## src/rtl/dsifr_pkg.sv

```systemverilog
package dsifr_pkg;
   // transport packet
   localparam logic [7:0] PKT_LAST     = 8'hBB;
   localparam logic [7:0] SYNC_BYTE    = 8'h47;
   localparam logic       TEI_VAL      = 1'b0;
   localparam logic       PUSI_VAL     = 1'b1;
   localparam logic       PRIO_VAL     = 1'b0;
   localparam logic [1:0] SCRAMBLE_VAL = 2'b00;
   localparam logic [1:0] AFC_VAL      = 2'b01;
   localparam logic [7:0] POINTER_VAL  = 8'h00;
   localparam logic [3:0] CC_RESET     = 4'h0;
   // section header
   localparam logic [7:0] TABLE_ID     = 8'h3B;
   localparam logic       SSI_VAL      = 1'b0;
   localparam logic [1:0] RSV2         = 2'b11;
   localparam logic [4:0] VERSION_VAL  = 5'h00;
   localparam logic       CUR_NEXT_VAL = 1'b1;
   localparam logic [7:0] SECNUM_VAL   = 8'h00;
   localparam logic [7:0] RSV8         = 8'hFF;
   localparam logic [7:0] STUFF_BYTE   = 8'hFF;
   localparam logic [7:0] ZERO_BYTE    = 8'h00;
   // message header
   localparam logic [7:0]  PROTO_DISC  = 8'h11;
   localparam logic [7:0]  DSMCC_TYPE  = 8'h03;
   localparam logic [15:0] MSG_ID      = 16'h1006;
   localparam logic [1:0]  ORIGINATOR  = 2'b10;
   localparam logic [7:0]  ADAPT_LEN   = 8'h00;
   localparam logic [31:0] CHECKSUM    = 32'h00000000;
   // byte positions inside the packet
   localparam logic [7:0] POS_HDR1     = 8'h01;
   localparam logic [7:0] POS_PID_LO   = 8'h02;
   localparam logic [7:0] POS_HDR3     = 8'h03;
   localparam logic [7:0] POS_PTR      = 8'h04;
   localparam logic [7:0] POS_TBL      = 8'h05;
   localparam logic [7:0] POS_SLEN_HI  = 8'h06;
   localparam logic [7:0] POS_VER      = 8'h0A;
   localparam logic [7:0] POS_TID      = 8'h11;
   localparam logic [7:0] POS_SRV      = 8'h19;
   localparam logic [7:0] POS_SRV_END  = 8'h2C;
   localparam logic [7:0] POS_GROUPS   = 8'h33;
   localparam logic [7:0] SRV_BYTES    = 8'h14;
   // length arithmetic, per group twelve bytes
   localparam int GRP_BYTES = 12;
   localparam int PDL_BASE  = 4;
   localparam int MSG_BASE  = 24;
   localparam int SEC_BASE  = 21;
   localparam int SEC_MAX   = 4093;
   localparam int NG_MAX    = 10;
endpackage : dsifr_pkg

```

## src/rtl/dsifr_framer.sv

```systemverilog
`timescale 1ns/1ps
// Overview of operation
// (RQ1) start flag set in DSI packet
// (RQ2) one configurable 13-bit packet identifier
// (RQ3) payload only, not scrambled
// (RQ4) zero pointer byte before section
// (RQ5) table id marks server initiate section
// (RQ6) syntax flag cleared, checksum follows
// (RQ7) private bit inverse of syntax flag
// (RQ8) all reserved bits driven to one
// (RQ9) section length counted, within maximum
// (RQ10) table extension from low transaction bytes
// (RQ11) version number all zeros
// (RQ12) current flag set to one
// (RQ13) section numbers both zero
// (RQ14) transaction id subfields, originator binary 10
// (RQ15) adaptation length zero
// (RQ16) message length excludes integrity field
// (RQ17) server id twenty all-ones bytes
// (RQ18) private length covers group structure
// (RQ19) group id is its DII transaction id
// (RQ20) group size sums module sizes
// (RQ21) group descriptor lengths zero
// (RQ22) zero integrity value means no checksum
// (RQ23) continuity counter increments, wraps
// (RQ24) leftover payload stuffed with all ones
// (RQ25) start packets carry pointer byte
// (RQ26) protocol, type and message id fixed
// (RQ27) sync byte, error and priority cleared
module dsifr_framer #(
   parameter int NG = 2
) (
   // clock, reset, enable
   input  wire logic           CLOCK_I,
   input  wire logic           ARST_N_I,
   input  wire logic           CE_I,
   // request and message fields
   input  wire logic           START_I,
   input  wire logic [12:0]    PID_I,
   input  wire logic [13:0]    TID_VERSION_I,
   input  wire logic [14:0]    TID_IDENT_I,
   input  wire logic           TID_UPDATED_I,
   input  wire logic [NG*32-1:0] GROUP_ID_I,
   input  wire logic [NG*32-1:0] GROUP_SIZE_I,
   // byte stream to multiplexer
   input  wire logic           TS_READY_I,
   output logic [7:0]          TS_DATA_O,
   output logic                TS_VALID_O,
   output logic                TS_SOP_O,
   output logic                TS_EOP_O,
   output logic                BUSY_O
);

   typedef enum logic [1:0] {
      DSIFR_IDLE = 2'b01,
      DSIFR_SEND = 2'b10
   } dsifr_state_t;

   // lengths fixed by the group count; NG above NG_MAX overruns one packet
   localparam int PDL_I = dsifr_pkg::PDL_BASE + dsifr_pkg::GRP_BYTES * NG;
   localparam int MSG_I = dsifr_pkg::MSG_BASE + PDL_I;
   localparam int SEC_I = dsifr_pkg::SEC_BASE + MSG_I;
   localparam logic [15:0] PDL     = 16'(PDL_I);                     // see RQ18
   localparam logic [15:0] MSG_LEN = 16'(MSG_I);                     // see RQ16
   localparam logic [11:0] SEC_LEN = 12'(SEC_I);                     // see RQ9
   localparam logic [15:0] NGROUPS = 16'(NG);
   localparam logic [7:0]  GEND    = 8'(dsifr_pkg::POS_GROUPS + dsifr_pkg::GRP_BYTES * NG);
   localparam logic [7:0]  STUFF_AT = 8'(GEND + 8'h06);

   dsifr_state_t       state_reg, state_next;
   logic [7:0]         idx_reg, idx_next;
   logic [3:0]         cc_reg, cc_next;
   logic [12:0]        pid_reg, pid_next;
   logic [31:0]        tid_reg, tid_next;
   logic [NG*32-1:0]   gid_reg, gid_next;
   logic [NG*32-1:0]   gsz_reg, gsz_next;
   logic [7:0]         data_reg, data_next;
   logic [7:0]         oidx_reg, oidx_next;
   logic               valid_reg, valid_next;
   logic               sop_reg, sop_next;
   logic               eop_reg, eop_next;
   logic               busy_reg, busy_next;
   logic               adv;

   function automatic logic [7:0] grp_byte(
      input logic [7:0]       i,
      input logic [NG*32-1:0] gid,
      input logic [NG*32-1:0] gsz
   );
      logic [7:0]  r;
      logic [7:0]  off;
      logic [31:0] w;
      r = dsifr_pkg::ZERO_BYTE;
      for (int g = 0; g < NG; g++) begin
         off = 8'(i - dsifr_pkg::POS_GROUPS - 8'(g * dsifr_pkg::GRP_BYTES));
         if (i >= 8'(dsifr_pkg::POS_GROUPS + g * dsifr_pkg::GRP_BYTES) &&
             off < 8'(dsifr_pkg::GRP_BYTES)) begin
            // descriptor lengths stay zero: no descriptors carried
            if (off < 8'h04) begin
               w = gid[g*32 +: 32];                                  // see RQ19
               r = w[8'(31 - 8 * off) -: 8];
            end else if (off < 8'h08) begin
               w = gsz[g*32 +: 32];                                  // see RQ20
               r = w[8'(63 - 8 * off) -: 8];
            end else begin
               r = dsifr_pkg::ZERO_BYTE;                             // see RQ21
            end
         end
      end
      return r;
   endfunction : grp_byte

   function automatic logic [7:0] frame_byte(
      input logic [7:0]       i,
      input logic [12:0]      pid,
      input logic [3:0]       cc,
      input logic [31:0]      tid,
      input logic [NG*32-1:0] gid,
      input logic [NG*32-1:0] gsz
   );
      logic [7:0] r;
      r = dsifr_pkg::STUFF_BYTE;                                     // see RQ24
      case (i)
         8'h00: r = dsifr_pkg::SYNC_BYTE;                            // see RQ27
         8'h01: r = {dsifr_pkg::TEI_VAL, dsifr_pkg::PUSI_VAL,
                     dsifr_pkg::PRIO_VAL, pid[12:8]};                // see RQ1
         8'h02: r = pid[7:0];                                        // see RQ2
         8'h03: r = {dsifr_pkg::SCRAMBLE_VAL, dsifr_pkg::AFC_VAL, cc}; // see RQ3
         8'h04: r = dsifr_pkg::POINTER_VAL;                          // see RQ4 RQ25
         8'h05: r = dsifr_pkg::TABLE_ID;                             // see RQ5
         8'h06: r = {dsifr_pkg::SSI_VAL, ~dsifr_pkg::SSI_VAL,
                     dsifr_pkg::RSV2, SEC_LEN[11:8]};                // see RQ6 RQ7 RQ8
         8'h07: r = SEC_LEN[7:0];                                    // see RQ9
         8'h08: r = tid[15:8];                                       // see RQ10
         8'h09: r = tid[7:0];                                        // see RQ10
         8'h0A: r = {dsifr_pkg::RSV2, dsifr_pkg::VERSION_VAL,
                     dsifr_pkg::CUR_NEXT_VAL};                       // see RQ8 RQ11 RQ12
         8'h0B: r = dsifr_pkg::SECNUM_VAL;                           // see RQ13
         8'h0C: r = dsifr_pkg::SECNUM_VAL;                           // see RQ13
         8'h0D: r = dsifr_pkg::PROTO_DISC;                           // see RQ26
         8'h0E: r = dsifr_pkg::DSMCC_TYPE;                           // see RQ26
         8'h0F: r = dsifr_pkg::MSG_ID[15:8];                         // see RQ26
         8'h10: r = dsifr_pkg::MSG_ID[7:0];                          // see RQ26
         8'h11: r = tid[31:24];                                      // see RQ14
         8'h12: r = tid[23:16];
         8'h13: r = tid[15:8];
         8'h14: r = tid[7:0];
         8'h15: r = dsifr_pkg::RSV8;                                 // see RQ8
         8'h16: r = dsifr_pkg::ADAPT_LEN;                            // see RQ15
         8'h17: r = MSG_LEN[15:8];                                   // see RQ16
         8'h18: r = MSG_LEN[7:0];
         8'h2D: r = dsifr_pkg::ZERO_BYTE;
         8'h2E: r = dsifr_pkg::ZERO_BYTE;
         8'h2F: r = PDL[15:8];                                       // see RQ18
         8'h30: r = PDL[7:0];
         8'h31: r = NGROUPS[15:8];
         8'h32: r = NGROUPS[7:0];
         default: begin
            if (i >= dsifr_pkg::POS_SRV && i <= dsifr_pkg::POS_SRV_END) begin
               r = dsifr_pkg::RSV8;                                  // see RQ17
            end else if (i >= dsifr_pkg::POS_GROUPS && i < GEND) begin
               r = grp_byte(i, gid, gsz);
            end else if (i >= GEND && i < GEND + 8'h02) begin
               r = dsifr_pkg::ZERO_BYTE;
            end else if (i >= GEND + 8'h02 && i < STUFF_AT) begin
               // zero integrity value: receivers skip verification
               r = dsifr_pkg::CHECKSUM[8'(31 - 8 * (i - GEND - 8'h02)) -: 8]; // see RQ22
            end else begin
               r = dsifr_pkg::STUFF_BYTE;                            // see RQ24
            end
         end
      endcase
      return r;
   endfunction : frame_byte

   // output stage moves only when empty or drained, so a stalled sink holds the byte
   assign adv = !valid_reg || TS_READY_I;

   always_comb begin
      state_next = state_reg;
      idx_next   = idx_reg;
      cc_next    = cc_reg;
      pid_next   = pid_reg;
      tid_next   = tid_reg;
      gid_next   = gid_reg;
      gsz_next   = gsz_reg;
      data_next  = data_reg;
      oidx_next  = oidx_reg;
      valid_next = valid_reg;
      sop_next   = sop_reg;
      eop_next   = eop_reg;
      case (state_reg)
         DSIFR_IDLE: begin
            if (adv) begin
               valid_next = 1'b0;
               sop_next   = 1'b0;
               eop_next   = 1'b0;
            end
            if (START_I) begin
               // fields latched so the source may change them mid-packet
               pid_next   = PID_I;                                   // see RQ2
               tid_next   = {dsifr_pkg::ORIGINATOR, TID_VERSION_I,
                             TID_IDENT_I, TID_UPDATED_I};            // see RQ14
               gid_next   = GROUP_ID_I;
               gsz_next   = GROUP_SIZE_I;
               idx_next   = 8'h00;
               state_next = DSIFR_SEND;
            end
         end
         DSIFR_SEND: begin
            if (adv) begin
               data_next  = frame_byte(idx_reg, pid_reg, cc_reg, tid_reg, gid_reg, gsz_reg);
               oidx_next  = idx_reg;
               valid_next = 1'b1;
               sop_next   = (idx_reg == 8'h00);
               eop_next   = (idx_reg == dsifr_pkg::PKT_LAST);
               idx_next   = 8'(idx_reg + 8'h01);
               if (idx_reg == dsifr_pkg::PKT_LAST) begin
                  cc_next    = 4'(cc_reg + 4'h1);                    // see RQ23
                  state_next = DSIFR_IDLE;
               end
            end
         end
         default: begin
            state_next = DSIFR_IDLE;
         end
      endcase
      busy_next = (state_next == DSIFR_SEND);
   end

   always_ff @(posedge CLOCK_I or negedge ARST_N_I) begin
      if (!ARST_N_I) begin
         state_reg <= DSIFR_IDLE;
         idx_reg   <= 8'h00;
         cc_reg    <= dsifr_pkg::CC_RESET;
         pid_reg   <= 13'h0000;
         tid_reg   <= 32'h00000000;
         gid_reg   <= '0;
         gsz_reg   <= '0;
         data_reg  <= 8'h00;
         oidx_reg  <= 8'h00;
         valid_reg <= 1'b0;
         sop_reg   <= 1'b0;
         eop_reg   <= 1'b0;
         busy_reg  <= 1'b0;
      end else if (CE_I) begin
         state_reg <= state_next;
         idx_reg   <= idx_next;
         cc_reg    <= cc_next;
         pid_reg   <= pid_next;
         tid_reg   <= tid_next;
         gid_reg   <= gid_next;
         gsz_reg   <= gsz_next;
         data_reg  <= data_next;
         oidx_reg  <= oidx_next;
         valid_reg <= valid_next;
         sop_reg   <= sop_next;
         eop_reg   <= eop_next;
         busy_reg  <= busy_next;
      end
   end

   assign TS_DATA_O  = data_reg;
   assign TS_VALID_O = valid_reg;
   assign TS_SOP_O   = sop_reg;
   assign TS_EOP_O   = eop_reg;
   assign BUSY_O     = busy_reg;
endmodule : dsifr_framer

```

## config.mk

```make
export PLATFORM = sky130hd
export DESIGN_NAME = dsifr_framer
export DESIGN_NICKNAME = d
export VERILOG_FILES = /design/src/rtl/dsifr_pkg.sv /design/src/rtl/dsifr_framer.sv
export SDC_FILE = /design/constraint.sdc
export NUM_CORES = 1
export LEC_CHECK = 0
export BUFFER_PORTS_ARGS = -buffer_cell sky130_fd_sc_hd__buf_4
export CAP_MARGIN = 0
export CORE_MARGIN = 2
export CORE_UTILIZATION = 55
export CTS_CLUSTER_SIZE = 12
export DETAILED_ROUTE_END_ITERATION = 6
export PLACE_DENSITY = 0.9
export SETUP_SLACK_MARGIN = 0.2
export SLEW_MARGIN = 20
export SYNTH_ARGS = -nofsm -noshare
export SYNTH_HDL_FRONTEND = slang
export SYNTH_SLANG_ARGS = --single-unit
```

## constraint.sdc

```tcl
create_clock -name CLOCK_I -period 3.6 [get_ports CLOCK_I]
set_clock_uncertainty 0.05 [all_clocks]
set_input_delay 0.9 -clock CLOCK_I [delete_from_list [all_inputs] [get_ports CLOCK_I]]
set_output_delay 0.9 -clock CLOCK_I [all_outputs]
set_load 0.005 [all_outputs]
```

Yosys cells after proc, flatten, opt, wreduce, memory -nomap -nowiden
Cells that the tools add are included.
- register bits after elaboration: 198
- bits of input ports: 176
- logic and storage cells: 123
- add/subtract/negate cells: 11
- order comparisons: 15
- eq/ne operators: 37
- shift-type cells: 5
- multiplexer cells: 25
- reduce and logical (&&, ||, !) cells: 18
- operators by type and width (cell ; number):
    $pmux 8 s21 ; 1
    $shiftx 39x9->8 ; 4
    $mux 8 ; 12
    $eq 8x5->1 const B ; 9
    $eq 8x4->1 const B ; 8
    $eq 8x6->1 const B ; 6
    $shiftx 39x9->8 const A ; 1
    $eq 8x3->1 const B ; 4
    $lt 8x4->1 const B ; 4
    $lt 8x7->1 const B ; 3
    $sub 6x8->8 const A ; 3
    $eq 8x2->1 const B ; 2
    $ge 8x6->1 const B ; 2
    $ge 8x7->1 const B ; 2
    $lt 8x3->1 const B ; 2
    $pmux 8 s2 ; 1
    $sub 5x8->8 const A ; 2
    $reduce_and 4->1 ; 3
    $reduce_or 9->1 ; 1
    $add 8x1->8 const B ; 1
    $eq 8x1->1 const B ; 1
    $eq 8x8->1 const B ; 1
    $ge 8x5->1 const B ; 1
    $le 8x6->1 const B ; 1
    19 further kinds ; 36

Longest topological paths before layout
Gate-level depths: netlist of the first run.
- depth in word-level cells: 10
- depth in mapped cells: 11
- depth with buffers taken out: 9

Worst setup path before layout of the first run
No wires, ideal clock.
- kind: flip-flop to flip-flop
- start: register idx_reg[0]
- end: register data_reg[5] (netlist: TS_DATA_O[5])
- arrival time: 2.958 ns
- data required time: 3.404 ns
- setup slack: 0.446 ns
- cell stages (with the launch flop): 12
- buffers on the path: 4
- period minus slack after synthesis: 3.154 ns
- cell sequence: dfrtp_1 -> buf_2 -> buf_2 -> inv_1 -> ha_1 -> clkbuf_1 -> clkbuf_1 -> mux4_2 -> a22oi_1 -> nor3_2 -> a2111oi_0 -> a311oi_2
- word-level cells in the longest chain between the ends: 10
- elaborated cells between the ends (all ways): 80
- RTL lines (element ; line ; source):
    start, declared ; dsifr_framer.sv:71 ; logic [7:0] idx_reg, idx_next;
    start signal, assigned ; dsifr_framer.sv:248 ; idx_reg <= idx_next;
    $sub 8x6->8 ; dsifr_framer.sv:95 ; off = 8'(i - dsifr_pkg::POS_GROUPS - 8'(g * dsifr_pkg::GRP_BYTES));
    $sub 8x4->8 / $sub 6x8->8 (equally long branches) ; dsifr_framer.sv:95, dsifr_framer.sv:104 ;
    $sub 6x8->8 / $shiftx 39x9->8 (equally long branches) ; dsifr_framer.sv:104 ; r = w[8'(63 - 8 * off) -: 8];
    $shiftx 39x9->8 / $mux 8 (equally long branches) ; dsifr_framer.sv:104, dsifr_framer.sv:102 ;
    $mux 8, on equally long branches ; dsifr_framer.sv:102, dsifr_framer.sv:99 ;
    $mux 8, on equally long branches ; dsifr_framer.sv:99, dsifr_framer.sv:96 ;
    $mux 8 ; dsifr_framer.sv:96 ; if (i >= 8'(dsifr_pkg::POS_GROUPS + g * dsifr_pkg::GRP_BYTES) &&
    $mux 8 ; dsifr_framer.sv:161 ; end else if (i >= dsifr_pkg::POS_GROUPS && i < GEND) begin
    $mux 8 ; dsifr_framer.sv:159 ; if (i >= dsifr_pkg::POS_SRV && i <= dsifr_pkg::POS_SRV_END) begin
    $pmux 8 s21 (*) ; dsifr_framer.sv:123 ; case (i)
    end signal, assigned ; dsifr_framer.sv:254 ; data_reg <= data_next;
    end, declared ; dsifr_framer.sv:77 ; logic [7:0] data_reg, data_next;
Mark *: on every way between the ends. The rest lies on a longest branch, timed or not.
A chain may end at the register's enable or synchronous reset.

Worst setup path in the final report of the first run
- start: register idx_reg[1]
- end: register data_reg[5] (netlist: TS_DATA_O[5])
Same word-level chain as after synthesis.

==> flow_summary_export.csv, run 1 <==
group,metric,value,unit
timing,tns,0,ps
clock_network,cts.sinks,198,
synthesis,synth_ff_type,"dfrtp_1",
timing,finalCritPeriodShare,89.3,%
drt,drc,0,
synthesis,async_flop_share,100,%
drt,wl,24500,um
power_and_ir_drop,seqPwrFrac,41.9,%
worst_setup_path,worstSetupEndpointType,"flip-flop",
drt,wl_per_cell,21.4,um
power_and_ir_drop,p_int,6.33,mW
global_route,grt_pass1_vias,7285,
floorplanning,num_io_pins,188,
timing,slew_viol_final,0,
clock_network,post_cts_buffers,0,
timing,clock.fmax,0.311,GHz
timing,rsz0062_at_grt,"no",
worst_setup_path,critical_path.max_fanout,8,
worst_setup_path,arrival,3500,ps
clock_network,h-tree-depth,4,
clock_network,clock_latency,430,ps
synthesis,netlist_instances,740,
floorplanning,start_util,56.5,%
power_and_ir_drop,swShare,31.7,%
global_route,grt-ovfl-total,0,
synthesis,ys_types,73,
floorplanning,core_region_area,17400,um2
drt,first_iter_violations,900,
drt,num_vias,6974,
synthesis,yosysWarnings,0,
floorplanning,fp.dieArea,18900,um2
global_route,grt_pass1_wl,38700,um
power_and_ir_drop,p_leak,5.27,nW
clock_network,clk_pin_slew,70,ps
power_and_ir_drop,powerDensity,765,nW/um2
worst_hold_path,min_path_type,"in2async",
cells_and_area,fill_cells,1187,
synthesis,yosysTopAreaCell,"dfrtp_1",
floorplanning,die_y,138,um
cells_and_area,drive_gt1_share,50.3,%
drt,drtPass1Iterations,5,
cells_and_area,nets,1095,
clock_network,cts_buffer_depth,2,
placement,hpwlAfterDp,17400,um
placement,post_dp_cell_area,11500,um2
synthesis,ys_top_cells_by_area,"dfrtp_1 (50%), mux2_2 (20%), mux4_2 (7.3%), ha_1 (1.5%), clkbuf_1 (1.4%)",
timing,setup_viol,0,
synthesis,ys_ff_latch,198,
synthesis,synth-edff-count,0,
worst_setup_path,crit_type,"reg2reg",
global_route,antenna_found_initial,0,
cells_and_area,area_delta_synth_final,23.5,%
timing,tightest_slew,982,ps
clock_network,clockRootBuffer,"clkbuf_16",
worst_setup_path,cp.required,3890,ps
placement,numPortBuffers,187,
placement,place.gp.congestion,0.916,
global_route,grt.total_usage,27.2,%
timing,layout_min_cycle_time,3220,ps
cells_and_area,layout_common_cells,"dfrtp_1 (196), buf_4 (196), mux2_2 (174)",
synthesis,synth_nets,928,
synthesis,yosysSeqAreaShare,50.5,%
power_and_ir_drop,p_clk_share,22.0,%
drt,ant_nets,0,
timing,final_hold_viol_count,0,
floorplanning,die_w,138,um
synthesis,synthesis.area,9810,um2
synthesis,synth_top_area_share,50.2,%
drt,avgViaCountPerCell,6.09,
global_route,grt_max_degree,88,
power_and_ir_drop,ir_drop,0.473,mV
run,maxCapViolCount,0,
clock_network,cts_buffers,17,
status,status,"finished, final reports clean",
clock_network,cts_tree,"done",
power_and_ir_drop,p_sw,2.93,mW
worst_setup_path,critical_path.startpoint_type,"flip-flop",
power_and_ir_drop,power_frac_comb,36.1,%
synthesis,syn_area_per_cell,13.3,um2
floorplanning,rows,48,
cells_and_area,design_area,12100,um2
cells_and_area,diodes,0,
timing,relSlewSlack,34.1,%
cells in the mapped netlist (12+ instances only):
cell        n
a22o_1     15
a22oi_1    17
buf_2      12
clkbuf_1   37
dfrtp_1   197
ha_1       12
inv_1      14
mux2_2    174
mux4_2     32
nand2_1    22
nand3_1    16
nor2_1     26
nor3_1     16
o21ai_0    18
stage by stage:
stage | utilization [%] | cells | worst slack, ps | hold slack, ps | power [mW]
final | 69.8 | 1145 | 384 | 435 | 9.26
after global routing | 69.8 | 1145 | 211 | 447 | 9.71
after CTS | 69.7 | 1145 | 492 | 441 | 9.30
after global placement | 66.0 | 1113 | 690 | 404 | 7.04
after floorplan | - | 740 | 446 | 386 | 6.03
after detailed placement | 66.0 | 1113 | 555 | 408 | 7.23
worst max-delay path: stages, from the launching register on:
cell	delay [ps]
dfrtp_1	460
a21oi_1	190
xor2_1	490
ha_1	410
nor3_1	830
a22o_1	290
a2111oi_0	140
a311oi_2	270
power by group through the flow:
stage	clock, mW	combinational [mW]	sequential (mW)
2_1_floorplan	0	2.38	3.66
3_3_place_gp	0	3.21	3.83
3_5_place_dp	0	3.32	3.90
4_1_cts	2.06	3.35	3.88
5_1_grt	2.15	3.56	3.99
6_report	2.04	3.34	3.89
final timing paths:
kind	startpoint	to	slack, ps	cells after the start
max in group asynchronous	ARST_N_I	gsz_reg[61]$_DFFE_PN0P_	2280	2
min in group CLOCK_I	tid_reg[31]$_DFFE_PN0P_	tid_reg[31]$_DFFE_PN0P_	440	1
max reg2reg	idx_reg[1]$_DFFE_PN0P_	TS_DATA_O[5]$_DFFE_PN0P_	380	7
min	ARST_N_I	gsz_reg[18]$_DFFE_PN0P_	440	1
max	idx_reg[1]$_DFFE_PN0P_	TS_DATA_O[5]$_DFFE_PN0P_	380	7
min reg2reg	tid_reg[31]$_DFFE_PN0P_	tid_reg[31]$_DFFE_PN0P_	440	1
routing by layer:
layer	GRT usage, %	vias to the layer above	share of wire (%)
li1	-	3124	-
met1	34.4	3539	39
met2	45.1	277	50
met3	8.17	34	7.9
met4	8.71	0	2.4
met5	0	-	0
kinds of logic after synthesis:
family	synth area share (%)
multiplexers	27.3
flip-flops	50.5
AND/OR/NAND/NOR	7.22
AO/OA/AOI/OAI	9.55
buffers and inverters	2.92
adder cells (fa/ha/maj)	1.53
XOR/XNOR	0.969
cell type report:
class	instances	area [um2]	share of cell area [%]
flip-flops and latches	198	4960	40.9
clock inverters	12	188	1.55
clock buffers	20	447	3.69
repair buffers	202	1590	13.1
multi-input cells	473	4600	38.0
inverters	15	56.3	0.465
well taps	225	282	2.32
timing repair:
item | CTS | global route
endpoints found under the hold margin | 0 | 0
endpoints found under the setup margin | 0 | 1
hold buffers | 0 | 0
resized for setup | 0 | 2
Note: power is estimated with default switching activity, not from simulation.
==> run 2, diff against run 1 <==
- CELL_PAD_IN_SITES_DETAIL_PLACEMENT: default -> 0
- CELL_PAD_IN_SITES_GLOBAL_PLACEMENT: default -> 1
- CORE_UTILIZATION: 55 -> 45
- PLACE_DENSITY: 0.9 -> 0.91
==> run 2 against run 1 <==
Net effect:
- clock-buffer cell count fell by 3
- combinational power shrank 2%
- worst hold slack worse by 33 ps
- global-route usage decreased by 5.6 points
- register-to-register slack gained 150 ps
- sequential power is essentially flat
- die area increased by 22%
- first-iteration DRC count is 36% lower
- critical endpoint unchanged
- critical path depth up 2
- core utilization decreased by 14 points
==> flow_summary_export.csv, run 2 (synthesis gave the netlist of run 1 again) <==
group,metric,value,unit
status,status,"finished, final reports clean",
placement,dp_cells,1173,
floorplanning,core_region_area,21600,um2
cells_and_area,nets,1100,
timing,relSlewSlack,45.8,%
placement,numPortBuffers,187,
global_route,grt.total_usage,21.6,%
clock_network,post_cts_buffers,0,
worst_setup_path,critical_path.startpoint_type,"flip-flop",
worst_setup_path,crit_chain,"ha_1, o31ai_1, nand2_1, ha_1, inv_1, nor4_2, a22o_1, a2111oi_0, a311oi_2",
cells_and_area,layout_common_cells,"buf_4 (202), dfrtp_1 (196), mux2_2 (174)",
worst_setup_path,crit_path_frequent_cell,"ha_1",
drt,avgViaCountPerCell,5.65,
global_route,grt_pass1_wl,37600,um
worst_setup_path,worstSetupEndpointType,"flip-flop",
cells_and_area,final_cell_count_no_fill,1205,
drt,drc,0,
power_and_ir_drop,powerDensity,749,nW/um2
worst_setup_path,r2r-end,"TS_DATA_O[5]$_DFFE_PN0P_",
cells_and_area,fill_cells,1749,
worst_setup_path,cp_slowest_cell,"nor4_2",
floorplanning,fp.dieArea,23000,um2
placement,place.gp.congestion,0.850,
worst_setup_path,critPathBufInv,1,
clock_network,cts_tree,"done",
worst_setup_path,cp.required,3890,ps
timing,setup_viol,0,
worst_hold_path,min_path_type,"in2async",
worst_setup_path,arrival,3360,ps
global_route,grt_pass1_vias,6954,
placement,post_dp_cell_area,11600,um2
power_and_ir_drop,p_leak,5.28,nW
worst_setup_path,critical_path.max_fanout,8,
timing,layout_min_cycle_time,3070,ps
placement,hpwlAfterDp,17600,um
cells_and_area,design_area,12200,um2
timing,tightest_slew,805,ps
cells_and_area,drive_gt1_share,50.8,%
worst_setup_path,critPathMaxStageDelay,610,ps
global_route,grt-ovfl-total,0,
drt,ant_nets,0,
worst_setup_path,crit_type,"reg2reg",
clock_network,clock_latency,440,ps
clock_network,cts.sinks,198,
cells_and_area,fin_util,56.3,%
floorplanning,rows,54,
drt,wl_per_cell,20.0,um
timing,final_hold_viol_count,0,
drt,first_iter_violations,574,
drt,wl,24100,um
timing,slew_viol_final,0,
floorplanning,die_y,152,um
clock_network,cts_buffer_depth,2,
clock_network,h-tree-depth,4,
power_and_ir_drop,ir_drop,0.368,mV
drt,drtPass1Iterations,7,
timing,clock.fmax,0.326,GHz
floorplanning,die_w,152,um
drt,num_vias,6811,
timing,tns,0,ps
cells_and_area,final_common_cell,"buf_4",
worst_setup_path,critical-path-top-delay-family,"compound AO/OA/AOI/OAI gates",
worst_setup_path,r2r_setup_slack,530,ps
run,maxCapViolCount,0,
worst_setup_path,timing.rr.start,"idx_reg[0]$_DFFE_PN0P_",
timing,rsz0062_at_grt,"no",
global_route,antenna_found_initial,0,
cells_and_area,area_delta_synth_final,24.0,%
global_route,grt_max_degree,68,
timing,finalCritPeriodShare,85.3,%
floorplanning,num_io_pins,188,
clock_network,cts_buffers,17,
clock_network,cts.repair.resized,0,
clock_network,clk_pin_slew,80,ps
cells_and_area,diodes,0,
worst_setup_path,r2r_cells,9,
floorplanning,start_util,45.4,%
clock_network,postCtsHoldBufs,0,
clock_network,clockRootBuffer,"clkbuf_16",
## run 2: cell types whose count changed in the layout (fill, tap and decap cells not counted), sizes merged
cell	change
buf	+5
clkbuf	-3
bufinv	-1
clkinvlp	+1
inv	+3
## run 2: worst max-delay path by stage
stage / endpoint / cells after the start / slack [ps] / startpoint
floorplan: TS_DATA_O[5]$_DFFE_PN0P_ / 11 / 450 / idx_reg[0]$_DFFE_PN0P_
global placement: TS_DATA_O[5]$_DFFE_PN0P_ / 9 / 680 / idx_reg[0]$_DFFE_PN0P_
detailed placement: TS_DATA_O[5]$_DFFE_PN0P_ / 9 / 580 / idx_reg[0]$_DFFE_PN0P_
CTS: TS_DATA_O[5]$_DFFE_PN0P_ / 9 / 520 / idx_reg[0]$_DFFE_PN0P_
global route: TS_DATA_O[3]$_DFFE_PN0P_ / 8 / 220 / idx_reg[1]$_DFFE_PN0P_
finish: TS_DATA_O[5]$_DFFE_PN0P_ / 9 / 530 / idx_reg[0]$_DFFE_PN0P_
## run 2: power breakdown
| group | switching (mW) | leakage, nW | internal [mW] |
|---|---|---|---|
| Sequential | 0.576 | 2.37 | 3.28 |
| Combinational | 1.37 | 2.61 | 1.91 |
| Clock | 0.918 | 0.300 | 1.06 |
| Total | 2.86 | 5.28 | 6.25 |
## run 2: through the flow
step                      hold WS, ps  power, mW  setup slack [ps]
after global routing              438       9.61               221
after floorplan                   386       6.03               446
after CTS                         417       9.18               523
after global placement            402       7.06               676
after detailed placement          409       7.17               580
final                             402       9.11               529
## run 2: per-layer routing
layer | vias to the layer above | wire, um | track usage, %
met5 | - | 0 | 0
met4 | 0 | 684 | 7.87
met3 | 39 | 1520 | 5.69
met2 | 193 | 11800 | 34.1
met1 | 3447 | 10100 | 29.0
li1 | 3132 | - | -
## run 2: layout make-up
cell class	count	area, um2	share of cell area [%]
Clock buffer	17	425	3.50
Clock inverter	15	188	1.54
Inverter	15	56.3	0.463
Timing Repair Buffer	207	1610	13.2
Sequential cell	198	4960	40.7
Multi-Input combinational cell	473	4580	37.7
Tap cell	280	350	2.88
## run 2: worst register-to-register path: cells and delay by family, from the launching register on
family	cells	cell delay [ps]
simple gates	2	730
flops	1	460
fa+ha+maj	2	580
compound gates	4	1100
buf+inv	1	50
==> run 3, diff against run 2 <==
- CORE_UTILIZATION: 45 -> 49
- PLACE_DENSITY: 0.91 -> 0.95
- clock period: 3.6 -> 3.84 ns (I/O delays scaled with it)
==> run 3 against run 2 <==
Net effect:
- sequential share of layout area up 0.36 points
- worst setup slack better by 250 ps
- non-clock buffer count down 5
- routed wire length up 0.80%
- via count up 0.66%
- register-to-register slack better by 250 ps
- design area down 0.88%
- cell count down 1.7%
- die area down 8.0%
- critical path type unchanged
- largest cell class unchanged
- power down 7.5%
==> flow_summary_export.csv, run 3 (synthesis gave the netlist of run 1 again) <==
group,metric,value,unit
worst_setup_path,worstSetupEndpointType,"flip-flop",
worst_setup_path,arrival,3350,ps
floorplanning,rows,51,
floorplanning,start_util,50.3,%
drt,num_vias,6856,
floorplanning,core_region_area,19500,um2
power_and_ir_drop,swShare,31.8,%
clock_network,cts_tree,"done",
clock_network,postCtsHoldBufs,0,
status,status,"finished, final reports clean",
global_route,met2_usage,38.2,%
clock_network,cts.sinks,198,
drt,wl_per_cell,20.5,um
worst_setup_path,cp.required,4120,ps
clock_network,post_cts_buffers,0,
cells_and_area,seqCellArea,4960,um2
power_and_ir_drop,power_frac_comb,35.6,%
worst_setup_path,crit_type,"reg2reg",
cells_and_area,layout_common_cells,"buf_4 (198), dfrtp_1 (196), mux2_2 (174)",
cells_and_area,design_area,12100,um2
floorplanning,fp.dieArea,21200,um2
worst_setup_path,critical_path.startpoint_type,"flip-flop",
floorplanning,die_y,146,um
timing,slew_viol_final,0,
worst_hold_path,min_path_cells,1,
power_and_ir_drop,powerDensity,699,nW/um2
clock_network,clock_latency,440,ps
power_and_ir_drop,ir_drop,0.388,mV
cells_and_area,drive_gt1_share,50.5,%
cells_and_area,final_common_cell,"buf_4",
power_and_ir_drop,p_clk_share,20.7,%
cells_and_area,diodes,0,
placement,place.gp.congestion,0.864,
drt,ant_nets,0,
cells_and_area,area_delta_synth_final,22.9,%
floorplanning,num_io_pins,188,
global_route,use_met1,30.0,%
timing,setup_viol,0,
timing,tns,0,ps
timing,finalCritPeriodShare,79.8,%
cells_and_area,nets,1095,
global_route,grt-ovfl-total,0,
placement,place_ws,792,ps
global_route,grt_use_met3,7.62,%
power_and_ir_drop,seqPwrFrac,43.7,%
clock_network,clk_pin_slew,70,ps
placement,numPortBuffers,187,
cells_and_area,fin_util,61.8,%
power_and_ir_drop,p_int,5.74,mW
placement,hpwlAfterDp,18000,um
clock_network,cts.repair.resized,0,
worst_setup_path,critical_path.max_fanout,28,
global_route,busiest_layer,"met2",
clock_network,h-tree-depth,4,
cells_and_area,fill_cells,1565,
clock_network,cts_buffer_depth,2,
drt,drc,0,
global_route,grt.total_usage,23.4,%
power_and_ir_drop,p_leak,5.24,nW
timing,fin_ws,776,ps
placement,post_dp_cell_area,11500,um2
cells_and_area,multi_input_area,4580,um2
drt,first_iter_violations,667,
timing,whs,443,ps
drt,wl,24300,um
drt,drtPass1Iterations,5,
timing,clock.fmax,0.326,GHz
global_route,antenna_found_initial,0,
power_and_ir_drop,p_sw,2.68,mW
clock_network,cts_buffers,17,
timing,relSlewSlack,38.2,%
clock_network,clockRootBuffer,"clkbuf_16",
worst_hold_path,min_path_type,"reg2reg",
global_route,grt_pass1_vias,7285,
run,maxCapViolCount,0,
timing,final_hold_viol_count,0,
timing,tightest_slew,927,ps
floorplanning,die_w,146,um
drt,avgViaCountPerCell,5.79,
timing,layout_min_cycle_time,3060,ps
timing,rsz0062_at_grt,"no",
global_route,grt_pass1_wl,39300,um
global_route,grt_max_degree,116,
worst_setup_path,r2r_cells,8,
==> run 3: cell count changes in the layout (fill, tap and decap cells not counted) <==
| cell | previous run | this run |
|---|---|---|
| buf_4 | 202 | 198 |
| bufinv_16 | 2 | 0 |
| buf_12 | 4 | 3 |
| clkbuf_8 | 1 | 2 |
| clkinv_2 | 2 | 3 |
| inv_6 | 4 | 3 |
| inv_8 | 3 | 4 |
==> run 3: metal layers <==
metal  share of wire [%]  up-vias
met5                   0        -
met4                 2.0        0
met3                 8.0       34
met2                  49      216
met1                  41     3472
li1                    -     3134
==> run 3: critical path, cell delays in order, from the launching register on <==
cell       delay (ps)
dfrtp_1           730
or4_4             660
nand2_1            90
ha_1              130
inv_1              40
nor4_2            580
a22o_1            280
a2111oi_0         120
a311oi_1          270
==> run 3: final cells by class <==
type / instances / share of cell area [%]
Clock inverter: 14 / 1.12
Multi-Input combinational cell: 473 / 38.0
Clock buffer: 18 / 3.64
Timing Repair Buffer: 202 / 12.9
Sequential cell: 198 / 41.1
Inverter: 15 / 0.467
Tap cell: 265 / 2.75
==> run 3: worst paths after layout <==
check / end / startpoint / slack (ps)
max: TS_DATA_O[3]$_DFFE_PN0P_ / idx_reg[4]$_DFFE_PN0P_ / 780
min: cc_reg[3]$_DFFE_PN0P_ / cc_reg[3]$_DFFE_PN0P_ / 440
max reg2reg: TS_DATA_O[3]$_DFFE_PN0P_ / idx_reg[4]$_DFFE_PN0P_ / 780
min reg2reg: cc_reg[3]$_DFFE_PN0P_ / cc_reg[3]$_DFFE_PN0P_ / 440
max in group asynchronous: cc_reg[0]$_DFFE_PN0P_ / ARST_N_I / 2370
min in group asynchronous: gid_reg[35]$_DFFE_PN0P_ / ARST_N_I / 460
==> run 3: power groups by stage <==
stage                     Sequential, mW  Clock (mW)  Combinational [mW]
after global routing                3.80        1.86                3.23
after detailed placement            3.72           0                3.00
after floorplan                     3.43           0                2.23
after CTS                           3.68        1.78                3.02
final                               3.68        1.75                3.00
after global placement              3.69           0                2.90
==> run 3: stage by stage <==
stage	power, mW	instances
2_1_floorplan	5.65	740
3_3_place_gp	6.58	1153
3_5_place_dp	6.73	1153
4_1_cts	8.49	1185
5_1_grt	8.89	1185
6_report	8.43	1185
